[src/logic/imc_cfg.svh]
// constants for the idle mode controller
`ifndef IMC_CFG_SVH
`define IMC_CFG_SVH
`define IMC_ARM_BIT      0
`define IMC_START_BIT    5
`define IMC_POWER_CONTROL_REGISTER_RST     8'h00
`define IMC_CLK_PERIOD_NS 25
`endif

[src/logic/imc_pkg.sv]
// types for the idle mode controller
package imc_pkg;
  typedef enum logic [1:0] {
    IMC_RUN,
    IMC_ARMED,
    IMC_IDLE
  } imc_state_t;

  typedef struct packed {
    logic       we;
    logic [7:0] wdata;
  } imc_wr_t;

  typedef struct packed {
    logic ale;
    logic program_fetch_strobe;
  } imc_strobe_t;
endpackage : imc_pkg

[src/logic/imc_idle_ctrl.sv]
// idle mode entry, clock gating and pin-state control
`timescale 1ns/10ps
`include "imc_cfg.svh"

// Overview of operation
// - in idle the cpu clock and the watchdog are stopped; other peripheral clocks keep running
// - cpu state is held because its clock stops
// - latch-driven port pins hold their level during idle
// - active alternate-function pins keep driving during idle
// - both bus strobes are held high throughout idle while power-down is not asserted
// - port inputs stay functional during idle
// - internal fetch: ports show latch data; power-down drives strobes low
// - external fetch: port 0 floats; port 2 shows address in idle
// - watchdog count is frozen during idle
// - idle entry only while the enable pin is low
// - arm write then immediately start write enters idle
// - a write setting both arm and start does not start idle
// - arm and start bits self-clear and read as zero
// - the start write is the last instruction before gating
// - any enabled interrupt ends idle
// - hardware reset ends idle
// - enable pin high blocks entry; sampled once per instruction
module imc_idle_ctrl (
  // clock and reset
  input  wire logic                 clk,
  input  wire logic                 rst_n,
  // cpu side
  input  wire logic                 instr_done,
  input  wire imc_pkg::imc_wr_t     power_control_register_wr,
  input  wire logic                 irq_pending,
  input  wire logic                 ext_fetch,
  input  wire logic                 power_down,
  // enable pin
  input  wire logic                 power_save_enable_pin,
  // normal-mode pin sources
  input  wire imc_pkg::imc_strobe_t strobe_run,
  input  wire logic [7:0]           p0_run,
  input  wire logic [7:0]           p2_run,
  input  wire logic [7:0]           p2_latch,
  input  wire logic                 p0_oe_run,
  // outputs
  output logic                      cpu_clk_en_r,
  output logic                      wdt_run_r,
  output logic                      idle_r,
  output logic [7:0]                power_control_register_ctl_rd_r,
  output imc_pkg::imc_strobe_t      strobe_r,
  output logic [7:0]                p0_out_r,
  output logic                      p0_oe_r,
  output logic [7:0]                p2_out_r
);

  imc_pkg::imc_state_t state_r;
  imc_pkg::imc_state_t state_nxt;
  logic                pse_s1_r;
  logic                pse_s2_r;
  logic                pse_smp_r;
  logic                arm_wr;
  logic                start_wr;

  // two-flop synchroniser on the pin
  always_ff @(posedge clk or negedge rst_n) begin
    if (!rst_n) begin
      pse_s1_r <= 1'b1;
      pse_s2_r <= 1'b1;
    end else begin
      pse_s1_r <= power_save_enable_pin;
      pse_s2_r <= pse_s1_r;
    end
  end

  // sampled once per instruction; resets high so entry is blocked by default
  always_ff @(posedge clk or negedge rst_n) begin
    if (!rst_n) begin
      pse_smp_r <= 1'b1;
    end else if (instr_done) begin
      pse_smp_r <= pse_s2_r;
    end
  end

  always_comb begin
    arm_wr   = power_control_register_wr.we && power_control_register_wr.wdata[`IMC_ARM_BIT] && !power_control_register_wr.wdata[`IMC_START_BIT];
    start_wr = power_control_register_wr.we && power_control_register_wr.wdata[`IMC_START_BIT] && !power_control_register_wr.wdata[`IMC_ARM_BIT];
  end

  always_comb begin
    state_nxt = state_r;
    unique case (state_r)
      imc_pkg::IMC_RUN: begin
        if (instr_done && arm_wr && !pse_smp_r) begin
          state_nxt = imc_pkg::IMC_ARMED;
        end
      end
      imc_pkg::IMC_ARMED: begin
        if (instr_done) begin
          if (start_wr && !pse_smp_r && !irq_pending) begin
            state_nxt = imc_pkg::IMC_IDLE;
          end else if (arm_wr && !pse_smp_r) begin
            state_nxt = imc_pkg::IMC_ARMED;
          end else begin
            state_nxt = imc_pkg::IMC_RUN;
          end
        end
      end
      imc_pkg::IMC_IDLE: begin
        if (irq_pending) begin
          state_nxt = imc_pkg::IMC_RUN;
        end
      end
    endcase
  end

  // reset ends idle asynchronously
  always_ff @(posedge clk or negedge rst_n) begin
    if (!rst_n) begin
      state_r <= imc_pkg::IMC_RUN;
    end else begin
      state_r <= state_nxt;
    end
  end

  // only the cpu clock and the watchdog stop; all else keeps clocking
  always_ff @(posedge clk or negedge rst_n) begin
    if (!rst_n) begin
      cpu_clk_en_r <= 1'b1;
      wdt_run_r    <= 1'b1;
      idle_r       <= 1'b0;
    end else begin
      cpu_clk_en_r <= (state_nxt != imc_pkg::IMC_IDLE);
      wdt_run_r    <= (state_nxt != imc_pkg::IMC_IDLE);
      idle_r       <= (state_nxt == imc_pkg::IMC_IDLE);
    end
  end

  // control bits never read back as set
  always_ff @(posedge clk or negedge rst_n) begin
    if (!rst_n) begin
      power_control_register_ctl_rd_r <= `IMC_POWER_CONTROL_REGISTER_RST;
    end else begin
      power_control_register_ctl_rd_r <= `IMC_POWER_CONTROL_REGISTER_RST;
    end
  end

  // pin states; latches and alternate outputs keep their own drivers since
  // their peripheral clocks run, so only strobes and ports 0/2 are steered here
  always_ff @(posedge clk or negedge rst_n) begin
    if (!rst_n) begin
      strobe_r <= '{ale: 1'b1, program_fetch_strobe: 1'b1};
      p0_out_r <= 8'h00;
      p0_oe_r  <= 1'b0;
      p2_out_r <= 8'h00;
    end else if (power_down) begin
      strobe_r <= '{ale: 1'b0, program_fetch_strobe: 1'b0};
      p0_out_r <= p0_run;
      p0_oe_r  <= p0_oe_run && !ext_fetch;
      p2_out_r <= p2_latch;
    end else if (state_nxt == imc_pkg::IMC_IDLE) begin
      strobe_r <= '{ale: 1'b1, program_fetch_strobe: 1'b1};
      if (state_r != imc_pkg::IMC_IDLE) begin
        p0_out_r <= p0_run;
        p2_out_r <= ext_fetch ? p2_run : p2_latch;
      end
      p0_oe_r <= p0_oe_run && !ext_fetch;
    end else begin
      strobe_r <= strobe_run;
      p0_out_r <= p0_run;
      p0_oe_r  <= p0_oe_run;
      p2_out_r <= p2_run;
    end
  end

  // assertions
  strobe_idle_a: assert property (@(posedge clk) disable iff (!rst_n)
    idle_r && !$past(power_down) |-> strobe_r.ale && strobe_r.program_fetch_strobe)
    else $error("strobes not high in idle");
  both_bits_a: assert property (@(posedge clk) disable iff (!rst_n)
    state_r == imc_pkg::IMC_RUN && power_control_register_wr.we && instr_done
    && power_control_register_wr.wdata[`IMC_ARM_BIT] && power_control_register_wr.wdata[`IMC_START_BIT] |=> !idle_r)
    else $error("combined write started idle");
  pin_block_a: assert property (@(posedge clk) disable iff (!rst_n)
    pse_smp_r && state_r != imc_pkg::IMC_IDLE |=> !idle_r)
    else $error("idle entered with enable pin high");
  enable_low_a: assert property (@(posedge clk) disable iff (!rst_n)
    $rose(idle_r) |-> !$past(pse_smp_r))
    else $error("idle without enable low");
  entry_seq_a: assert property (@(posedge clk) disable iff (!rst_n)
    $rose(idle_r) |-> $past(state_r) == imc_pkg::IMC_ARMED && $past(start_wr))
    else $error("idle entered without sequence");
  arm_expire_a: assert property (@(posedge clk) disable iff (!rst_n)
    state_r == imc_pkg::IMC_ARMED && instr_done && !start_wr && !arm_wr
    |=> state_r == imc_pkg::IMC_RUN)
    else $error("arm outlived one instruction");
  irq_exit_a: assert property (@(posedge clk) disable iff (!rst_n)
    idle_r && irq_pending |=> !idle_r && cpu_clk_en_r)
    else $error("interrupt did not end idle");
  clk_gate_a: assert property (@(posedge clk) disable iff (!rst_n)
    idle_r |-> !cpu_clk_en_r && !wdt_run_r)
    else $error("clock or watchdog running in idle");
  read_zero_a: assert property (@(posedge clk) disable iff (!rst_n)
    power_control_register_ctl_rd_r[`IMC_ARM_BIT] == 1'b0 && power_control_register_ctl_rd_r[`IMC_START_BIT] == 1'b0)
    else $error("control bit read as one");
  port2_hold_a: assert property (@(posedge clk) disable iff (!rst_n)
    idle_r && $past(idle_r) && !$past(power_down) |-> $stable(p2_out_r))
    else $error("port 2 changed in idle");
  pd_strobe_a: assert property (@(posedge clk) disable iff (!rst_n)
    $past(rst_n) && $past(power_down) |-> !strobe_r.ale && !strobe_r.program_fetch_strobe)
    else $error("strobes not low in power-down");
  port0_float_a: assert property (@(posedge clk) disable iff (!rst_n)
    $past(rst_n) && $past(ext_fetch) && ($past(power_down) || idle_r) |-> !p0_oe_r)
    else $error("port 0 driven with external fetch");
  port0_hold_a: assert property (@(posedge clk) disable iff (!rst_n)
    idle_r && $past(idle_r) && !$past(power_down) |-> $stable(p0_out_r))
    else $error("port 0 data changed in idle");

  idle_entry_c: cover property (@(posedge clk) disable iff (!rst_n) $rose(idle_r));
  idle_exit_c: cover property (@(posedge clk) disable iff (!rst_n) $fell(idle_r));
  arm_lapse_c: cover property (@(posedge clk) disable iff (!rst_n)
    state_r == imc_pkg::IMC_ARMED ##1 state_r == imc_pkg::IMC_RUN);
  blocked_c: cover property (@(posedge clk) disable iff (!rst_n)
    pse_smp_r && arm_wr && instr_done);

endmodule : imc_idle_ctrl

[config.mk]
export PLATFORM = sky130hd
export DESIGN_NAME = imc_idle_ctrl
export DESIGN_NICKNAME = d
export VERILOG_FILES = /design/src/logic/imc_pkg.sv /design/src/logic/imc_idle_ctrl.sv
export VERILOG_INCLUDE_DIRS = /design/src /design/src/logic
export SDC_FILE = /design/constraint.sdc
export NUM_CORES = 1
export LEC_CHECK = 0
export BUFFER_PORTS_ARGS = -buffer_cell sky130_fd_sc_hd__buf_2
export CORE_MARGIN = 8
export CORE_UTILIZATION = 46
export CTS_CLUSTER_SIZE = 12
export DETAILED_ROUTE_END_ITERATION = 16
export MAX_ROUTING_LAYER = met4
export PLACE_DENSITY = 0.8
export REMOVE_ABC_BUFFERS = 1
export SLEW_MARGIN = 20
export SYNTH_ARGS = -nofsm -noshare
export SYNTH_HDL_FRONTEND = slang
export SYNTH_SLANG_ARGS = --single-unit
[constraint.sdc]
create_clock -name clk -period 4.05 [get_ports clk]
set_input_delay 0.405 -clock clk [delete_from_list [all_inputs] [get_ports clk]]
set_output_delay 0.405 -clock clk [all_outputs]
set_load 0.03 [all_outputs]
# After elaboration in Yosys (flattened, before gate mapping)

Index checks and enable logic that the tools add are counted.

Register bits: 26
Input bits: 43
Output and inout bits: 30
Logic and storage cells: 50

Equality and inequality tests: 6
Multiplexer cells: 17
Reduce and logical (&&, ||, !) cells: 16

Operators with widths:

| operator             | number |
|---|---|
| $mux W8              | 7 |
| $mux W2              | 6 |
| $logic_and A1 B1 Y1  | 10 |
| $pmux W2 S3          | 1 |
| $logic_not A1 Y1     | 5 |
| $eq A2 B2 Y1 const B | 2 |
| $ne A2 B2 Y1 const B | 2 |
| $mux W1              | 3 |
| $ne A3 B2 Y1 const B | 1 |
| $eq A2 B1 Y1 const B | 1 |
| $logic_not A2 Y1     | 1 |

# Depth between registers and ports, before layout

Depth in word-level cells: 10
Depth in mapped cells: 10
Mapped depth without buffers: 8

# Least setup slack after synthesis

Ideal clock, no wire load.

Kind: register -> register
From: reg state_r[0]
To: reg p0_out_r[0]
Setup time: 0.125 ns
Arrival: 2.407 ns
Data required time: 3.925 ns
Setup slack: 1.518 ns
Stages on the path, launching flop included: 10
Buffers on the path: 2
Clock period less this slack: 2.532 ns
Cells stage by stage: dfrtp_1 inv_1 ha_1 o31ai_2 o21ai_2 or3_4 or3b_1 buf_6 buf_12 mux2_4

Longest elaborated chain between the ends: 5
Elaborated cells on any way between the ends: 12
Classes of those cells: 5 x eq/ne; 6 x mux; 1 x reduce/logical

RTL lines:

| element                              | RTL line             | RTL |
|---|---|---|
| start: declaration                   | imc_idle_ctrl.sv:52  | `imc_pkg::imc_state_t state_r;` |
| start signal: assignment             | imc_idle_ctrl.sv:115 | `state_r <= imc_pkg::IMC_RUN;` |
| start signal: assignment             | imc_idle_ctrl.sv:117 | `state_r <= state_nxt;` |
| $eq A2 B2 Y1 (tied with other cells) | imc_idle_ctrl.sv:87  | `unique case (state_r)` |
| $pmux W2 S3 *                        | imc_idle_ctrl.sv:87  |  |
| named net state_nxt[0]               | imc_idle_ctrl.sv:53  | `imc_pkg::imc_state_t state_nxt;` |
| $eq A2 B2 Y1 *                       | imc_idle_ctrl.sv:156 | `end else if (state_nxt == imc_pkg::IMC_IDLE) begin` |
| $mux W8                              | imc_idle_ctrl.sv:156 |  |
| $mux W8                              | imc_idle_ctrl.sv:151 | `end else if (power_down) begin` |
| end signal: assignment               | imc_idle_ctrl.sv:153 | `p0_out_r <= p0_run;` |
| end signal: assignment               | imc_idle_ctrl.sv:159 | `p0_out_r <= p0_run;` |
| end signal: assignment               | imc_idle_ctrl.sv:165 | `p0_out_r <= p0_run;` |
| end: declaration                     | imc_idle_ctrl.sv:47  | `output logic [7:0] p0_out_r,` |

The timed path passes the listed nets; every way through them passes the cells marked *.
A chain may end at the register's enable or synchronous reset.

# Worst setup path in the final report

Same ends and word-level chain as after synthesis.

==> flow_summary_export.csv <==
group,metric,value,unit
clock_tree,cts_sinks,26,
power,p_comb_frac,0.503,
timing,fin_tns_setup,0,ns
power,p_per_area,627,mW/mm2
detailed_routing,route.detailed.drc,0,
synth,synth-warning-count,0,
clock_tree,clock_latency,0.30,ns
timing,grt_setup_unrepaired,"no",
layout,num_antenna_cells,0,
placement,place_congestion,0.764,
detailed_routing,first_iter_violations,20,
synth,ys_types,26,
detailed_routing,detailedRoute.firstPassIterationCount,4,
power,swShare,0.410,
setup_path,end_kind,"flip-flop",
setup_path,worst-r2r-cell-count,7,
power,power.internal,0.000571,W
placement,place_area,0.00152,mm2
placement,place.port_buffers,58,
layout,nNetsFinal,193,
detailed_routing,vias,834,
layout,seq_area,658,um2
clock_tree,cts_tree,"built",
synth,synth_flop_cell,"dfrtp_1",
setup_path,startpoint_type,"flip-flop",
clock_tree,cts_resized,0,
global_route,antenna_found_initial,0,
clock_tree,path_clk_slew,0.13,ns
timing,tightest_slew,0.839,ns
global_route,grtUsageTotal,0.123,
floorplan,die_h,68.6,um
layout,final_cell_mix,"buf_2, dfrtp_1, mux2_2, mux2_4, conb_1",
power,clkPwrFrac,0.107,
synth,synth_edf_count,0,
global_route,grt_max_degree,27,
timing,setup_viol,0,
setup_path,criticalPathCategory,"flip-flop to flip-flop",
clock_tree,holdBufCountCts,0,
synth,ys_seq_area_frac,0.518,
setup_path,cp.required,4.25,ns
synth,synth_xor_area_frac,0,
layout,syn_to_final_growth,21.6,%
floorplan,rows,19,
timing,hold_viol,0,
clock_tree,cts.path.max_buffers,2,
synth,synth_seq_cells,26,
timing,max_freq,0.351,GHz
timing,fin_crit_sh,0.704,
power,sequentialPowerShare,0.390,
timing,fin_crit,2.85,ns
synth,synth_compound_area_frac,0.0541,
floorplan,chipWidth,68.6,um
layout,fillCellCount,228,
power,p_leak,0.798,nW
global_route,grt-ovfl-total,0,
timing,drv_slew,0,
detailed_routing,drt_wl_total,2650,um
outcome,status,"complete, no violations",
synth,avgSynthCellArea,14.1,um2
global_route,grt_pass1_vias,1014,
clock_tree,root_buffer,"clkbuf_4",
worst_hold_path,hold_class,"input port to async pin",
floorplan,start_util,0.473,
synth,synthMuxAreaShare,0.251,
layout,multi_input_area,520,um2
placement,place_hpwl,2200,um
floorplan,coreArea,0.00269,mm2
detailed_routing,viasPerCell,4.71,
synth,synthAdderAreaFrac,0.0197,
floorplan,die_area,0.00470,mm2
clock_tree,cts_made_buffers,3,
detailed_routing,routedWlPerCell,15.0,um
synth,synth_top_family_by_area,"multiplexers",
clock_tree,htree_levels,1,
power,switchingPower,0.000397,W
layout,final_cell_area,0.00155,mm2
setup_path,critPathMaxFanout,16,
synth,async_reset_ff_frac,1.00,
layout,drive_gt1_frac,0.664,
synth,synthesis.area,0.00127,mm2
clock_tree,postCtsSetupBuffers,0,
floorplan,io_pins,73,
timing,fin_skew,0.00164,ns
run,cap_violations,0,
detailed_routing,ant_nets,0,
synth,synth-simple-area-share,0.0610,
global_route,grt_pass1_wl,4330,um
power,max-vdd-ir-drop,418,uV
timing,slew_headroom,0.440,
layout,layout_commonest_cell,"buf_2",
setup_path,crit_arrival,3.06,ns
synth,syn_inst,90,
-- worst max-delay path, stage by stage (launching register included) --
cell     delay, ns
dfrtp_1       0.41
inv_1         0.06
ha_1          0.34
o31ai_2       0.28
o21ai_2       0.10
or3_4         0.41
or3b_1        0.71
mux2_4        0.43
-- state kept, by name (all words and copies together) (netlist names) --
signal / flops
pse_smp_r: 1
state_r: 2
wdt_run_r: 1
strobe_r: 2
p0_oe_r: 1
idle_r: 1
p0_out_r: 8
pse_s1_r: 1
p2_out_r: 8
pse_s2_r: 1
-- power by group through the flow --
stage | combinational (W) | sequential (W) | clock [W]
after floorplan | 0.000223 | 0.000520 | 0
after global placement | 0.000482 | 0.000377 | 0
after detailed placement | 0.000496 | 0.000382 | 0
after CTS | 0.000496 | 0.000379 | 0.000110
after global routing | 0.000524 | 0.000388 | 0.000120
final | 0.000487 | 0.000378 | 0.000104
-- metal layers --
| metal | vias up | track usage | wire length [um] |
|---|---|---|---|
| li1 | 403 | - | - |
| met1 | 382 | 0.143 | 1140 |
| met2 | 47 | 0.201 | 1200 |
| met3 | 2 | 0.0355 | 301 |
| met4 | 0 | 0.0384 | 13 |
| met5 | - | - | 0 |
-- final cells by class --
| type | count | share of cell area |
|---|---|---|
| sequential | 26 | 0.426 |
| multi-input combinational | 55 | 0.337 |
| timing repair buffer | 58 | 0.188 |
| tap | 31 | 0.0251 |
| clock buffer | 3 | 0.0146 |
| inverter | 4 | 0.00972 |
-- synthesized netlist by cell type, types with 2 or more instances --
cell      number  share of area
dfstp_2        6           0.12
mux2_4        10           0.12
dfrtp_1       20           0.39
buf_4          9          0.053
ha_1           2          0.020
a21boi_0       2          0.012
nor2_1         2         0.0059
inv_1          4          0.012
nor2b_1        2         0.0098
nand2_1        2         0.0059
o21a_1         2          0.012
mux2_2        15           0.13
-- worst paths after layout --
path	startpoint	end	slack [ns]
max in group asynchronous	rst_n	strobe_r[1]	3.61
worst max register to register	state_r[0]	p0_out_r[0]	1.20
worst min-delay path	rst_n	p2_out_r[6]	0.07
worst min register to register	pse_s1_r	pse_s2_r	0.37
worst max-delay path	state_r[0]	p0_out_r[0]	1.20
min in group clk	power_save_enable_pin	pse_s1_r	0.18
-- through the flow --
step / util / std cells / hold slack, ns / setup slack (ns) / total power, W
6_report: 0.575 / 177 / 0.0656 / 1.20 / 0.000968
4_1_cts: 0.575 / 177 / 0.0766 / 1.17 / 0.000985
3_5_place_dp: 0.567 / 174 / 0.349 / 1.17 / 0.000879
5_1_grt: 0.575 / 177 / 0.0941 / 1.05 / 0.00103
2_1_floorplan: - / 85 / 0.109 / 1.41 / 0.000742
3_3_place_gp: 0.567 / 174 / 0.346 / 1.25 / 0.000859
-- cell families after synthesis --
| kind of cell | after synthesis |
|---|---|
| other | 1 |
| buffers and inverters | 16 |
| flip-flops | 26 |
| AND/OR/NAND/NOR | 12 |
| multiplexers | 25 |
| AO/OA/AOI/OAI | 8 |
| adder cells (fa/ha/maj) | 2 |
Note: power is estimated with default switching activity, not from simulation.
